[src/core/ebm_cfg.svh]
// constants of the external bus master: timing and encodings
// assumes a single 50 MHz system clock; included by the package and the core
//
// How it works
// - drive 3-bit space code, 7 is control space
// - space codes 1,2,5,6,7 used; 0,3,4 never
// - space code stable while address strobe asserted
// - 24-bit address of first byte, held under strobe
// - address strobe half a clock after start
// - 16-bit bidirectional data, 8 or 16 bits
// - read data captured on cycle's last falling edge
// - writes drive all sixteen data lines
// - write data half a clock after address strobe
// - read data strobe together with address strobe
// - write data strobe one clock after address strobe
// - bus fault ends a cycle as an error
// - bus monitor faults unanswered cycles
// - fault plus stop request gives bus error exception
// - autovector ends interrupt acknowledge only, else ignored
// - selects assert only when all parameters match
// - one shared internal acknowledge generator with wait states
// - select timing follows address strobe or slow peripheral clock; data strobe mode swaps read and write timing
// - port directions cleared to input at reset
// - size outputs give bytes left, 00 four
// - direction changes only at cycle start when reversing
`ifndef EBM_CFG_SVH
`define EBM_CFG_SVH

`define EBM_CLK_MHZ 50
`define EBM_BMON_NS 1280
`define EBM_BMON_CYC ((`EBM_BMON_NS * `EBM_CLK_MHZ) / 1000)
`define EBM_SLOW_PERIPHERAL_CLOCK_DIV 8

`define EBM_SP_RSV0 3'h0
`define EBM_SP_UDATA 3'h1
`define EBM_SP_UPROG 3'h2
`define EBM_SP_RSV3 3'h3
`define EBM_SP_RSV4 3'h4
`define EBM_SP_SDATA 3'h5
`define EBM_SP_SPROG 3'h6
`define EBM_SP_CPU 3'h7
`define EBM_IACK_TYPE 4'hf
`define EBM_SZ_BYTE 2'h1
`define EBM_SZ_WORD 2'h2
`define EBM_SZ_THREE 2'h3
`define EBM_SZ_LONG 2'h0

`endif

[src/core/ebm_pkg.sv]
// types of the external bus master
// assumes ebm_cfg.svh sits beside it
`include "ebm_cfg.svh"
package ebm_pkg;
    typedef enum logic [1:0] {EBM_ON_AS, EBM_ON_DS, EBM_ON_SLOW_PERIPHERAL_CLOCK} ebm_strobe_t;
    typedef struct packed {
        logic [23:0] addr;
        logic [2:0] space;
        logic write;
        logic [1:0] size;
        logic [15:0] wdata;
        logic [2:0] ipl;
    } ebm_req_t;
    typedef struct packed {
        logic [15:0] rdata;
        logic fault;
        logic bus_err_exc;
        logic port16;
        logic autovec;
    } ebm_rsp_t;
    typedef struct packed {
        logic en;
        logic [23:0] base;
        logic [23:0] mask;
        logic [7:0] space_en;
        logic read_en;
        logic write_en;
        logic [3:0] size_en;
        logic ipl_any;
        logic [2:0] ipl;
        ebm_strobe_t strobe;
        logic auto_ack;
        logic port16;
        logic [3:0] waits;
    } ebm_cs_cfg_t;
    typedef enum logic [2:0] {ST_IDLE, ST_S0, ST_S1, ST_S2, ST_WAIT, ST_CAPT, ST_END} ebm_state_t;
endpackage

[src/core/ebm_master.sv]
// external bus master with chip-select matching and shared acknowledge generator
// assumes a 50 MHz clock; one clock cycle is half a bus clock; pins are asynchronous
`timescale 1ns/100ps
`default_nettype none
`include "ebm_cfg.svh"
module ebm_master #(
    parameter int NCS = 4,
    parameter int BMON_CYC = `EBM_BMON_CYC,
    parameter int SLOW_PERIPHERAL_CLOCK_DIV = `EBM_SLOW_PERIPHERAL_CLOCK_DIV
) (
    input wire logic clk_i,
    input wire logic arst_n_i,
    input wire logic req_valid_i,
    input wire ebm_pkg::ebm_req_t req_i,
    output logic req_ready_o,
    output logic rsp_valid_o,
    output ebm_pkg::ebm_rsp_t rsp_o,
    input wire ebm_pkg::ebm_cs_cfg_t [NCS-1:0] cs_cfg_i,
    input wire logic halt_req_n_i,
    input wire logic ddr_load_i,
    input wire logic [7:0] ddr_value_i,
    output logic [7:0] port_dir_o,
    output logic boot_port16_o,
    output logic [23:0] addr_o,
    output logic [2:0] space_code_o,
    output logic transfer_size_hi_o,
    output logic transfer_size_lo_o,
    output logic rw_o,
    output logic address_strobe_n_o,
    output logic data_strobe_n_o,
    input wire logic [15:0] data_i,
    output logic [15:0] data_o,
    output logic data_oe_o,
    input wire logic transfer_ack_hi_n_i,
    input wire logic transfer_ack_lo_n_i,
    input wire logic bus_fault_n_i,
    input wire logic auto_vector_request_n_i,
    output logic [NCS-1:0] cs_n_o,
    output logic slow_peripheral_clock_o
);
    ////////////////////////////////////////////////////////////////////////////
    // reset release and pin synchronisers
    logic [1:0] rst_sync_q;
    logic rst_n;
    logic [20:0] pin_s1_q;
    logic [20:0] pin_s2_q;
    always_ff @(posedge clk_i or negedge arst_n_i) begin
        if (!arst_n_i) rst_sync_q <= 2'b00;
        else rst_sync_q <= {rst_sync_q[0], 1'b1};
    end
    assign rst_n = rst_sync_q[1];

    // preset to ones by arst_n_i; the strap bit is sampled while the internal reset is still held
    always_ff @(posedge clk_i or negedge arst_n_i) begin
        if (!arst_n_i) begin
            pin_s1_q <= {21{1'b1}};
            pin_s2_q <= {21{1'b1}};
        end else begin
            pin_s1_q <= {halt_req_n_i, auto_vector_request_n_i, bus_fault_n_i,
                         transfer_ack_hi_n_i, transfer_ack_lo_n_i, data_i};
            pin_s2_q <= pin_s1_q;
        end
    end
    wire [15:0] data_s = pin_s2_q[15:0];
    wire ack_lo_s = ~pin_s2_q[16];
    wire ack_hi_s = ~pin_s2_q[17];
    wire fault_s = ~pin_s2_q[18];
    wire auto_vector_request_s = ~pin_s2_q[19];
    wire halt_s = ~pin_s2_q[20];

    ////////////////////////////////////////////////////////////////////////////
    // straps and port directions
    logic strap_done_q;
    logic boot16_q;
    logic [7:0] ddr_q;
    always_ff @(posedge clk_i or negedge rst_n) begin
        if (!rst_n) begin
            strap_done_q <= 1'b0;
            boot16_q <= 1'b1;
            ddr_q <= 8'h00;
        end else begin
            strap_done_q <= 1'b1;
            // bit 0 has been through the synchroniser while reset was held
            if (!strap_done_q) boot16_q <= data_s[0];
            if (ddr_load_i) ddr_q <= ddr_value_i;
        end
    end
    assign port_dir_o = ddr_q;
    assign boot_port16_o = boot16_q;

    ////////////////////////////////////////////////////////////////////////////
    // slow peripheral clock divider
    logic [7:0] slow_peripheral_clock_cnt_q;
    logic slow_peripheral_clock_q;
    wire slow_peripheral_clock_wrap = (slow_peripheral_clock_cnt_q == 8'(SLOW_PERIPHERAL_CLOCK_DIV / 2 - 1));
    always_ff @(posedge clk_i or negedge rst_n) begin
        if (!rst_n) begin
            slow_peripheral_clock_cnt_q <= 8'h00;
            slow_peripheral_clock_q <= 1'b0;
        end else begin
            slow_peripheral_clock_cnt_q <= slow_peripheral_clock_wrap ? 8'h00 : slow_peripheral_clock_cnt_q + 8'h01;
            if (slow_peripheral_clock_wrap) slow_peripheral_clock_q <= ~slow_peripheral_clock_q;
        end
    end
    assign slow_peripheral_clock_o = slow_peripheral_clock_q;

    ////////////////////////////////////////////////////////////////////////////
    // cycle state
    ebm_pkg::ebm_state_t st_q;
    ebm_pkg::ebm_req_t cur_q;
    logic as_n_q, ds_n_q, oe_q, rw_q, ready_q, rv_q;
    ebm_pkg::ebm_rsp_t rsp_q;
    logic [15:0] bmon_q;
    logic [3:0] wcnt_q;
    logic [NCS-1:0] hit_q, csn_q;

    // interrupt acknowledge is a control-space cycle of the acknowledge type
    wire is_iack = (cur_q.space == `EBM_SP_CPU) && (cur_q.addr[19:16] == `EBM_IACK_TYPE);

    ////////////////////////////////////////////////////////////////////////////
    // chip-select match, one comparator per channel
    logic [NCS-1:0] hit_d, want_n;
    genvar g;
    generate
        for (g = 0; g < NCS; g++) begin : g_cs
            wire ebm_pkg::ebm_cs_cfg_t c = cs_cfg_i[g];
            wire a_ok = (((req_i.addr ^ c.base) & c.mask) == 24'h00_0000);
            wire s_ok = c.space_en[req_i.space];
            wire t_ok = req_i.write ? c.write_en : c.read_en;
            wire z_ok = c.size_en[req_i.size];
            wire i_ok = !((req_i.space == `EBM_SP_CPU)
                          && (req_i.addr[19:16] == `EBM_IACK_TYPE))
                        || c.ipl_any || (c.ipl == req_i.ipl);
            assign hit_d[g] = c.en & a_ok & s_ok & t_ok & z_ok & i_ok;
            // select follows the next address strobe state or the slow clock; data strobe mode uses write strobe timing for reads and read timing for writes
            assign want_n[g] = !(hit_q[g] && (
                (c.strobe == ebm_pkg::EBM_ON_AS && st_q inside {ebm_pkg::ST_S0,
                    ebm_pkg::ST_S1, ebm_pkg::ST_S2, ebm_pkg::ST_WAIT}) ||
                (c.strobe == ebm_pkg::EBM_ON_DS && ((!rw_q && st_q != ebm_pkg::ST_CAPT
                    && st_q != ebm_pkg::ST_END && st_q != ebm_pkg::ST_IDLE) ||
                    (st_q inside {ebm_pkg::ST_S2, ebm_pkg::ST_WAIT}))) ||
                (c.strobe == ebm_pkg::EBM_ON_SLOW_PERIPHERAL_CLOCK && slow_peripheral_clock_q && !as_n_q)));
        end
    endgenerate

    ////////////////////////////////////////////////////////////////////////////
    // shared internal acknowledge generator: lowest matching channel wins
    logic gen_on;
    logic gen_p16;
    logic [3:0] gen_waits;
    always_comb begin
        gen_on = 1'b0;
        gen_p16 = 1'b0;
        gen_waits = 4'h0;
        for (int i = NCS - 1; i >= 0; i--) begin
            if (hit_q[i] && cs_cfg_i[i].auto_ack) begin
                gen_on = 1'b1;
                gen_p16 = (i == 0) ? boot16_q : cs_cfg_i[i].port16;
                gen_waits = cs_cfg_i[i].waits;
            end
        end
    end
    wire int_ack = gen_on && (wcnt_q >= gen_waits);

    // termination decode
    wire ext_ack = ack_hi_s | ack_lo_s;
    wire auto_vector_request_hit = auto_vector_request_s && is_iack;
    wire bmon_hit = (bmon_q >= 16'(BMON_CYC));
    wire fault_end = fault_s | bmon_hit;
    wire term = ext_ack | int_ack | auto_vector_request_hit | fault_end;

    ebm_pkg::ebm_rsp_t rsp_d;
    always_comb begin
        rsp_d.rdata = rw_q ? data_s : 16'h0000;
        rsp_d.fault = fault_end;
        rsp_d.bus_err_exc = fault_end & halt_s;
        rsp_d.port16 = gen_on ? gen_p16 : ack_hi_s;
        rsp_d.autovec = auto_vector_request_hit & ~fault_end;
    end

    ////////////////////////////////////////////////////////////////////////////
    // sequencer: S0, S1, S2, CAPT and END each last half a bus clock
    always_ff @(posedge clk_i or negedge rst_n) begin
        if (!rst_n) begin
            st_q <= ebm_pkg::ST_IDLE;
            cur_q <= '0;
            as_n_q <= 1'b1;
            ds_n_q <= 1'b1;
            oe_q <= 1'b0;
            rw_q <= 1'b1;
            ready_q <= 1'b0;
            rv_q <= 1'b0;
            rsp_q <= '0;
            bmon_q <= 16'h0000;
            wcnt_q <= 4'h0;
            hit_q <= '0;
        end else begin
            rv_q <= 1'b0;
            unique case (st_q)
                ebm_pkg::ST_IDLE: begin
                    ready_q <= strap_done_q;
                    if (req_valid_i && ready_q) begin
                        cur_q <= req_i;
                        rw_q <= ~req_i.write;
                        hit_q <= hit_d;
                        ready_q <= 1'b0;
                        st_q <= ebm_pkg::ST_S0;
                    end
                end
                ebm_pkg::ST_S0: begin
                    as_n_q <= 1'b0;
                    if (rw_q) ds_n_q <= 1'b0;
                    bmon_q <= 16'h0000;
                    wcnt_q <= 4'h0;
                    st_q <= ebm_pkg::ST_S1;
                end
                ebm_pkg::ST_S1: begin
                    if (!rw_q) oe_q <= 1'b1;
                    st_q <= ebm_pkg::ST_S2;
                end
                ebm_pkg::ST_S2: begin
                    if (!rw_q) ds_n_q <= 1'b0;
                    st_q <= ebm_pkg::ST_WAIT;
                end
                ebm_pkg::ST_WAIT: begin
                    bmon_q <= bmon_q + 16'h0001;
                    if (wcnt_q != 4'hf) wcnt_q <= wcnt_q + 4'h1;
                    if (term) st_q <= ebm_pkg::ST_CAPT;
                end
                ebm_pkg::ST_CAPT: begin
                    rsp_q <= rsp_d;
                    rv_q <= 1'b1;
                    as_n_q <= 1'b1;
                    ds_n_q <= 1'b1;
                    hit_q <= '0;
                    st_q <= ebm_pkg::ST_END;
                end
                ebm_pkg::ST_END: begin
                    oe_q <= 1'b0;
                    ready_q <= 1'b1;
                    st_q <= ebm_pkg::ST_IDLE;
                end
            endcase
        end
    end

    always_ff @(posedge clk_i or negedge rst_n) begin
        if (!rst_n) csn_q <= {NCS{1'b1}};
        else csn_q <= want_n;
    end

    assign req_ready_o = ready_q;
    assign rsp_valid_o = rv_q;
    assign rsp_o = rsp_q;
    assign addr_o = cur_q.addr;
    assign space_code_o = cur_q.space;
    assign transfer_size_hi_o = cur_q.size[1];
    assign transfer_size_lo_o = cur_q.size[0];
    assign rw_o = rw_q;
    assign address_strobe_n_o = as_n_q;
    assign data_strobe_n_o = ds_n_q;
    assign data_o = cur_q.wdata;
    assign data_oe_o = oe_q;
    assign cs_n_o = csn_q;

    ////////////////////////////////////////////////////////////////////////////
    // checks
    property p_space_stable;
        @(posedge clk_i) disable iff (!rst_n)
        (!as_n_q && $past(!as_n_q)) |-> $stable(space_code_o) && $stable(addr_o);
    endproperty
    a_space_stable: assert property (p_space_stable) else $error("space or address moved");

    property p_space_legal;
        @(posedge clk_i) disable iff (!rst_n)
        !as_n_q |-> !(space_code_o inside {`EBM_SP_RSV0, `EBM_SP_RSV3, `EBM_SP_RSV4});
    endproperty
    a_space_legal: assert property (p_space_legal) else $error("reserved space used");

    property p_as_half;
        @(posedge clk_i) disable iff (!rst_n)
        (st_q == ebm_pkg::ST_S0) |=> !as_n_q && $past(as_n_q);
    endproperty
    a_as_half: assert property (p_as_half) else $error("strobe not half clock late");

    property p_rd_ds;
        @(posedge clk_i) disable iff (!rst_n)
        ($fell(as_n_q) && rw_q) |-> $fell(ds_n_q);
    endproperty
    a_rd_ds: assert property (p_rd_ds) else $error("read data strobe late");

    property p_wr_ds;
        @(posedge clk_i) disable iff (!rst_n)
        ($fell(as_n_q) && !rw_q) |-> ds_n_q ##1 (ds_n_q && oe_q) ##1 !ds_n_q;
    endproperty
    a_wr_ds: assert property (p_wr_ds) else $error("write strobe timing wrong");

    property p_rw_hold;
        @(posedge clk_i) disable iff (!rst_n)
        (st_q != ebm_pkg::ST_IDLE) |=> $stable(rw_o) || $past(st_q == ebm_pkg::ST_IDLE);
    endproperty
    a_rw_hold: assert property (p_rw_hold) else $error("direction changed mid cycle");

    property p_bmon;
        @(posedge clk_i) disable iff (!rst_n)
        (st_q == ebm_pkg::ST_WAIT && bmon_hit) |=> (st_q == ebm_pkg::ST_CAPT) ##1 (rv_q && rsp_o.fault);
    endproperty
    a_bmon: assert property (p_bmon) else $error("monitor timeout not faulted");

    property p_auto_vector_request_other;
        @(posedge clk_i) disable iff (!rst_n)
        rsp_valid_o |-> !rsp_o.autovec || $past(is_iack, 2);
    endproperty
    a_auto_vector_request_other: assert property (p_auto_vector_request_other) else $error("autovector outside acknowledge");

    property p_cs_match;
        @(posedge clk_i) disable iff (!rst_n)
        (st_q == ebm_pkg::ST_IDLE) |-> cs_n_o == {NCS{1'b1}} || $past(st_q != ebm_pkg::ST_IDLE);
    endproperty
    a_cs_match: assert property (p_cs_match) else $error("select outside a cycle");

    property p_ddr_reset;
        @(posedge clk_i) disable iff (!rst_n)
        !strap_done_q |-> port_dir_o == 8'h00;
    endproperty
    a_ddr_reset: assert property (p_ddr_reset) else $error("port not input after reset");
endmodule // ebm_master
`default_nettype wire

[config.mk]
export PLATFORM = sky130hd
export DESIGN_NAME = ebm_master
export DESIGN_NICKNAME = d
export VERILOG_FILES = /design/src/core/ebm_pkg.sv /design/src/core/ebm_master.sv
export VERILOG_INCLUDE_DIRS = /design/src /design/src/core
export SDC_FILE = /design/constraint.sdc
export NUM_CORES = 1
export LEC_CHECK = 0
export BUFFER_PORTS_ARGS = -buffer_cell sky130_fd_sc_hd__buf_2
export CAP_MARGIN = 25
export CORE_AREA = 2 2 181 183
export CTS_BUF_LIST = sky130_fd_sc_hd__clkbuf_2 sky130_fd_sc_hd__clkbuf_4 sky130_fd_sc_hd__clkbuf_8
export DETAILED_ROUTE_END_ITERATION = 7
export DIE_AREA = 0 0 183 185
export PLACE_DENSITY_LB_ADDON = 0.2
export SLEW_MARGIN = 20
export SYNTH_ARGS = -nofsm -noshare
export SYNTH_HDL_FRONTEND = slang
export SYNTH_SLANG_ARGS = --single-unit
[constraint.sdc]
create_clock -name clk_i -period 5.4 [get_ports clk_i]
set_clock_uncertainty 0.15 [all_clocks]
set_input_delay 0.54 -clock clk_i [delete_from_list [all_inputs] [get_ports clk_i]]
set_output_delay 0.54 -clock clk_i [all_outputs]
set_load 0.005 [all_outputs]
==> impl_metrics.json, run 1 <==
{
  "critPathArrivalTime_ns": 3.06,
  "setup_tns_ns": 0,
  "grt_pass1_wl_mm": 49.5,
  "endpoint_kind": "flop",
  "setup_viol": 0,
  "criticalPathCategory": "flop to flop",
  "final_cell_area_um2": 11800,
  "antenna_found_initial": 9,
  "synth_enable_flop_cells": 0,
  "synth_area_leaders": "dfrtp_1 34%, dfstp_2 16%, xor2_1 12%",
  "wl_met2_mm": 17.8,
  "path_common_cell": "a21o_1",
  "cts_sinks": 165,
  "wl_mm": 35.8,
  "drtIter0Drc": 403,
  "dp_hpwl_mm": 28.8,
  "drv_slew": 0,
  "cp-start-kind": "flop",
  "whs_path_depth": 3,
  "cp_num_buf_inv": 0,
  "first_pass_iters": 5,
  "rows": 66,
  "layout_common_cells": "464 x buf_2, 221 x nand2_1, 114 x dfrtp_1",
  "synth_ff_type": "dfrtp_1",
  "power.density_nw_per_um2": 340,
  "worstPathCellList": "and2_1 > nor2_1 > a22oi_1 > a31oi_1 > ha_1 > nand2b_1 > a21o_1 > a21o_1 > a21oi_1 > a41oi_1 > o31a_1",
  "min_to": "data_o[7]",
  "cp.required_ns": 5.60,
  "layout_commonest_cell": "buf_2",
  "vias": 8031,
  "wire_per_inst_um": 20.6,
  "route.met3.wl_mm": 2.43,
  "cts-buffers-inserted": 17,
  "reg2reg_from": "hit_q[2]",
  "cts_tree": "built",
  "viasPerCell": 4.63,
  "cts_buffer_depth": 2,
  "p_total_mw": 4.02,
  "met1_length_mm": 14.2,
  "grt_pass1_vias": 7751,
  "worst_pin_slew_ns": 0.690,
  "insertion_delay_ns": 0.45,
  "crit_path_top_delay_cell": "dfrtp_1",
  "core_um2": 32000,
  "drc_errors": 0,
  "synthCells": 842,
  "fillCellCount": 3364,
  "synthesis.area_um2": 8460,
  "htreeDepth": 4,
  "power_leakage_nw": 6.00,
  "r2r_cells": 11,
  "die_w_um": 183,
  "r2r_end": "st_q[0]",
  "gp_congestion": 0.837,
  "die_h_um": 185,
  "post-route-period-util_pct": 53.0,
  "top_layer_used": "met5",
  "min_from": "req_i[10]",
  "hold_violations": 0,
  "grt_max_degree": 71,
  "initial_core_util_pct": 26.4,
  "place_area_um2": 11100,
  "rsz0062_at_grt": "no",
  "critPathMaxFanout": 6,
  "fin_crit_ns": 2.86,
  "cts_resized": 0,
  "path_delay_family": "compound AO/OA/AOI/OAI gates",
  "status": "finished, final reports clean",
  "yosysSeqAreaShare_pct": 49.5,
  "grt.total_usage_pct": 20.3,
  "ant_nets": 0,
  "hold_ws_ns": 0.129,
  "cpPeakStageDelay_ns": 0.49,
  "min_path_type": "input pin to flop",
  "ir_worst_vdd_uv": 189,
  "area_growth_pct": 39.7,
  "synth_cell_types": 56,
  "nNetsFinal": 1696,
  "portBuffers": 465,
  "ys_seq_elements": 165,
  "layout-drive-gt1-share_pct": 44.1,
  "maxCapViolCount": 0,
  "ios": 467,
  "ys.warnings.count": 0,
  "synth_top_area_share_pct": 34.0,
  "clk_pin_slew_ns": 0.11,
  "synth.largest_area_cell": "dfrtp_1",
  "overflow": 0,
  "relSlewSlack_pct": 53.7,
  "ctsRootBufferMaster": "clkbuf_8",
  "fmaxAchievable_mhz": 349,
  "rrSetupSlack_ns": 2.54,
  "syn_avg_cell_area_um2": 10.0,
  "design.die.area_um2": 33900,
  "synthArstFlopShare_pct": 100
}
[report_power, final]
group | internal, mW | total, mW | switching, mW | leakage [nW]
combinational | 0.559 | 1.29 | 0.726 | 3.76
clock | 0.405 | 0.975 | 0.570 | 0.219
sequential | 1.53 | 1.76 | 0.235 | 2.02
[repair_timing]
item | 4_1_cts | 5_1_grt
hold endpoints to repair | 21 | 2
setup buffers | 0 | 0
hold buffers | 21 | 1
setup endpoints to repair | 0 | 0
[routing by layer]
layer / global-route usage (%) / up-vias
met1: 24.0 / 3838
met5: 0 / -
li1: - / 3823
met3: 5.41 / 52
met2: 34.5 / 310
met4: 9.31 / 8
[sequential cells by signal (all words and copies together) (netlist names), 2 cells and up]
register                     count
rst_sync_q                       2
cs_n_o                           4
pin_s1_q                        21
port_dir_o                       8
data_o                          16
pin_s2_q                        21
rsp_o                           20
bmon_q                          16
st_q                             3
space_code_o                     3
addr_o                          24
wcnt_q                           4
slow_peripheral_clock_cnt_q      8
hit_q                            4
[worst reg2reg max path: stages (launching register included)]
cell	delay [ns]
dfrtp_1	0.49
and2_1	0.25
nor2_1	0.26
a22oi_1	0.11
a31oi_1	0.22
ha_1	0.25
nand2b_1	0.14
a21o_1	0.17
a21o_1	0.17
a21oi_1	0.15
a41oi_1	0.08
o31a_1	0.33
[cell type report]
type | instances | area, um^2 | share of cell area [%]
antenna | 6 | 15.0 | 0.127
inverter | 7 | 26.3 | 0.222
sequential | 165 | 4200 | 35.5
multi-input combinational | 622 | 4030 | 34.1
tap | 408 | 510 | 4.32
clock buffer | 17 | 234 | 1.98
timing repair buffer | 493 | 2610 | 22.1
clock inverter | 15 | 208 | 1.76
[kinds of logic (layout without fill, tap and decap cells)]
family          count (synthesis)  count (layout)  share of synthesized area (%)
simple gates                  317             317                           16.5
flops                         165             165                           49.5
compound gates                136             136                           10.8
xor+xnor                      120             120                           12.4
buf+inv                        56             532                           2.91
mux                            38              38                           6.40
fa+ha+maj                       9               9                           1.30
other cells                     1               8                         0.0443
[per-stage QoR]
step / std cells / setup slack, ns / util, %
6_report: 1733 / 2.54 / 36.9
5_1_grt: 1731 / 2.31 / 36.9
4_1_cts: 1725 / 2.49 / 36.8
3_5_place_dp: 1672 / 2.40 / 34.7
3_3_place_gp: 1672 / 2.40 / 34.7
2_1_floorplan: 843 / 1.58 / -
[worst max path at each step]
| stage | startpoint | cells after the start | endpoint | slack [ns] |
|---|---|---|---|---|
| 3_5_place_dp | cs_cfg_i[155] | 12 | st_q[0] | 2.40 |
| 3_3_place_gp | cs_cfg_i[155] | 12 | st_q[0] | 2.40 |
| 5_1_grt | hit_q[2] | 11 | st_q[0] | 2.31 |
| 4_1_cts | st_q[0] | 6 | hit_q[0] | 2.49 |
| 2_1_floorplan | rst_sync_q[1] | 0 | addr_o[0] | 1.58 |
| 6_report | hit_q[2] | 11 | st_q[0] | 2.54 |
[cell usage after synthesis, types with 2 or more instances]
library cell and count:
a21o_1 2, a21oi_1 13, a221oi_1 8, a22o_1 4, a22oi_1 37, a31o_1 4
a31oi_1 4, and2_1 2, and3_1 7, buf_2 14, buf_6 2, clkbuf_1 31
dfrtp_1 115, dfstp_2 50, ha_1 8, inv_1 6, mux2_2 9, mux2i_1 17
mux4_2 12, nand2_1 221, nand2b_1 7, nand3_1 18, nand4_1 18, nor2_1 21
nor2b_1 2, nor3_1 6, nor3_2 2, nor4_1 6, o211ai_1 5, o21a_1 2
o21ai_0 38, o21ai_1 4, o311a_1 4, o31ai_1 3, xnor2_1 8, xor2_1 112
Power figures use the tool's default switching activity.
==> run 2: changes to the inputs <==
==> constraint.sdc (replaced) <==
create_clock -name clk_i -period 2.65 [get_ports clk_i]
set_clock_uncertainty 0.15 [all_clocks]
set_input_delay 0.265 -clock clk_i [delete_from_list [all_inputs] [get_ports clk_i]]
set_output_delay 0.265 -clock clk_i [all_outputs]
set_load 0.005 [all_outputs]
==> impl_metrics.json, run 2 (synthesis gave the netlist of run 1 again) <==
{
  "status": "finished, final reports clean",
  "cp-start-kind": "flop",
  "met1_length_mm": 15.9,
  "core_um2": 32000,
  "wire_per_inst_um": 21.4,
  "area_growth_pct": 48.3,
  "design.die.area_um2": 33900,
  "drv_slew": 0,
  "layout-drive-gt1-share_pct": 43.8,
  "cts_buffer_depth": 2,
  "ant_nets": 0,
  "power_leakage_nw": 6.34,
  "layout_commonest_cell": "buf_2",
  "htreeDepth": 4,
  "crit_path_top_delay_cell": "dfstp_2",
  "endpoint_kind": "flop",
  "cts-buffers-inserted": 17,
  "drc_errors": 0,
  "setup_tns_ns": 0,
  "maxCapViolCount": 0,
  "wl_mm": 38.7,
  "vias": 8380,
  "critPathArrivalTime_ns": 2.77,
  "die_w_um": 183,
  "fmaxAchievable_mhz": 398,
  "gp_congestion": 0.844,
  "criticalPathCategory": "flop to flop",
  "top_layer_used": "met5",
  "overflow": 0,
  "relSlewSlack_pct": 60.3,
  "grt.total_usage_pct": 22.2,
  "first_pass_iters": 5,
  "cts_sinks": 165,
  "worst_pin_slew_ns": 0.579,
  "rsz0062_at_grt": "no",
  "route.met3.wl_mm": 3.09,
  "min_path_type": "input pin to flop",
  "clk_pin_slew_ns": 0.12,
  "hold_violations": 0,
  "post-route-period-util_pct": 94.7,
  "power.density_nw_per_um2": 671,
  "wl_met2_mm": 18.5,
  "antenna_found_initial": 21,
  "ctsRootBufferMaster": "clkbuf_8",
  "ios": 467,
  "worstPathCellList": "inv_1 > maj3_1 > a221o_1 > mux2i_1 > o21ai_1 > dlygate4sd3_1 > nand2_1",
  "path_delay_family": "buffers and inverters",
  "critPathMaxFanout": 4,
  "nNetsFinal": 1771,
  "cp_num_buf_inv": 2,
  "place_area_um2": 11400,
  "layout_common_cells": "465 x buf_2, 221 x nand2_1, 114 x dfrtp_1",
  "insertion_delay_ns": 0.48,
  "portBuffers": 465,
  "cts_tree": "built",
  "dp_hpwl_mm": 31.3,
  "cp.required_ns": 2.91,
  "fin_crit_ns": 2.51,
  "initial_core_util_pct": 26.4,
  "drtIter0Drc": 492,
  "ir_worst_vdd_uv": 362,
  "die_h_um": 185,
  "setup_viol": 0,
  "p_total_mw": 8.42,
  "rows": 66,
  "final_cell_area_um2": 12500,
  "cpPeakStageDelay_ns": 0.58,
  "grt_max_degree": 57,
  "setup_ws_ns": 0.140,
  "grt_pass1_vias": 8316,
  "pre_cts_slack_ns": 0.0499,
  "viasPerCell": 4.62,
  "grt_pass1_wl_mm": 53.7,
  "largest_reg_flops": 24,
  "hold_ws_ns": 0.0293
}
run 2: where the power goes:
| part | total, mW | internal [mW] | switching (mW) |
|---|---|---|---|
| Clock | 1.98 | 0.761 | 1.22 |
| Combinational | 2.98 | 1.30 | 1.68 |
| Sequential | 3.47 | 3.12 | 0.353 |
run 2: cell type report:
| class | count | area [um^2] |
|---|---|---|
| fill | 3293 | 19500 |
| sequential | 165 | 4200 |
| multi-input combinational | 622 | 4040 |
| timing repair buffer | 568 | 3320 |
| tap | 408 | 510 |
| clock buffer | 18 | 248 |
| clock inverter | 14 | 180 |
| antenna | 11 | 27.5 |
| inverter | 7 | 26.3 |
run 2: worst register-to-register path: cells and delay by family, from the launching register on:
kind,cells,cell delay [ns]
multiplexers,1,0.18
AND/OR/NAND/NOR,1,0.07
buffers and inverters,2,0.64
flip-flops,1,0.58
adder cells (fa/ha/maj),1,0.35
AO/OA/AOI/OAI,2,0.51
run 2: routing by layer:
| metal | global-route usage [%] | up-vias |
|---|---|---|
| li1 | - | 3980 |
| met1 | 26.9 | 3977 |
| met2 | 36.6 | 341 |
| met3 | 7.14 | 68 |
| met4 | 8.83 | 14 |
| met5 | 0 | - |
run 2: path summary, 6_finish.rpt:
check	from	cells after the start	slack, ns	to
worst max register to register	rw_o	7	0.14	cs_n_o[3]
worst min register to register	rst_sync_q[1]	0	0.09	bmon_q[6]
worst max-delay path	rw_o	7	0.14	cs_n_o[3]
min in group asynchronous	rst_sync_q[1]	0	0.09	bmon_q[6]
max in group asynchronous	arst_n_i	3	1.43	pin_s2_q[3]
worst min-delay path	ddr_load_i	2	0.03	port_dir_o[7]
run 2: metrics by stage:
stage | util (%) | cells
after floorplan | - | 843
after global placement | 35.4 | 1698
after detailed placement | 35.4 | 1698
after CTS | 39.0 | 1802
after global routing | 39.1 | 1808
final | 39.2 | 1813
run 2: repair_timing:
item	CTS	global route
resized for setup	0	4
setup endpoints to repair	0	5
hold buffers	72	0
hold endpoints to repair	76	0
setup buffers	0	0
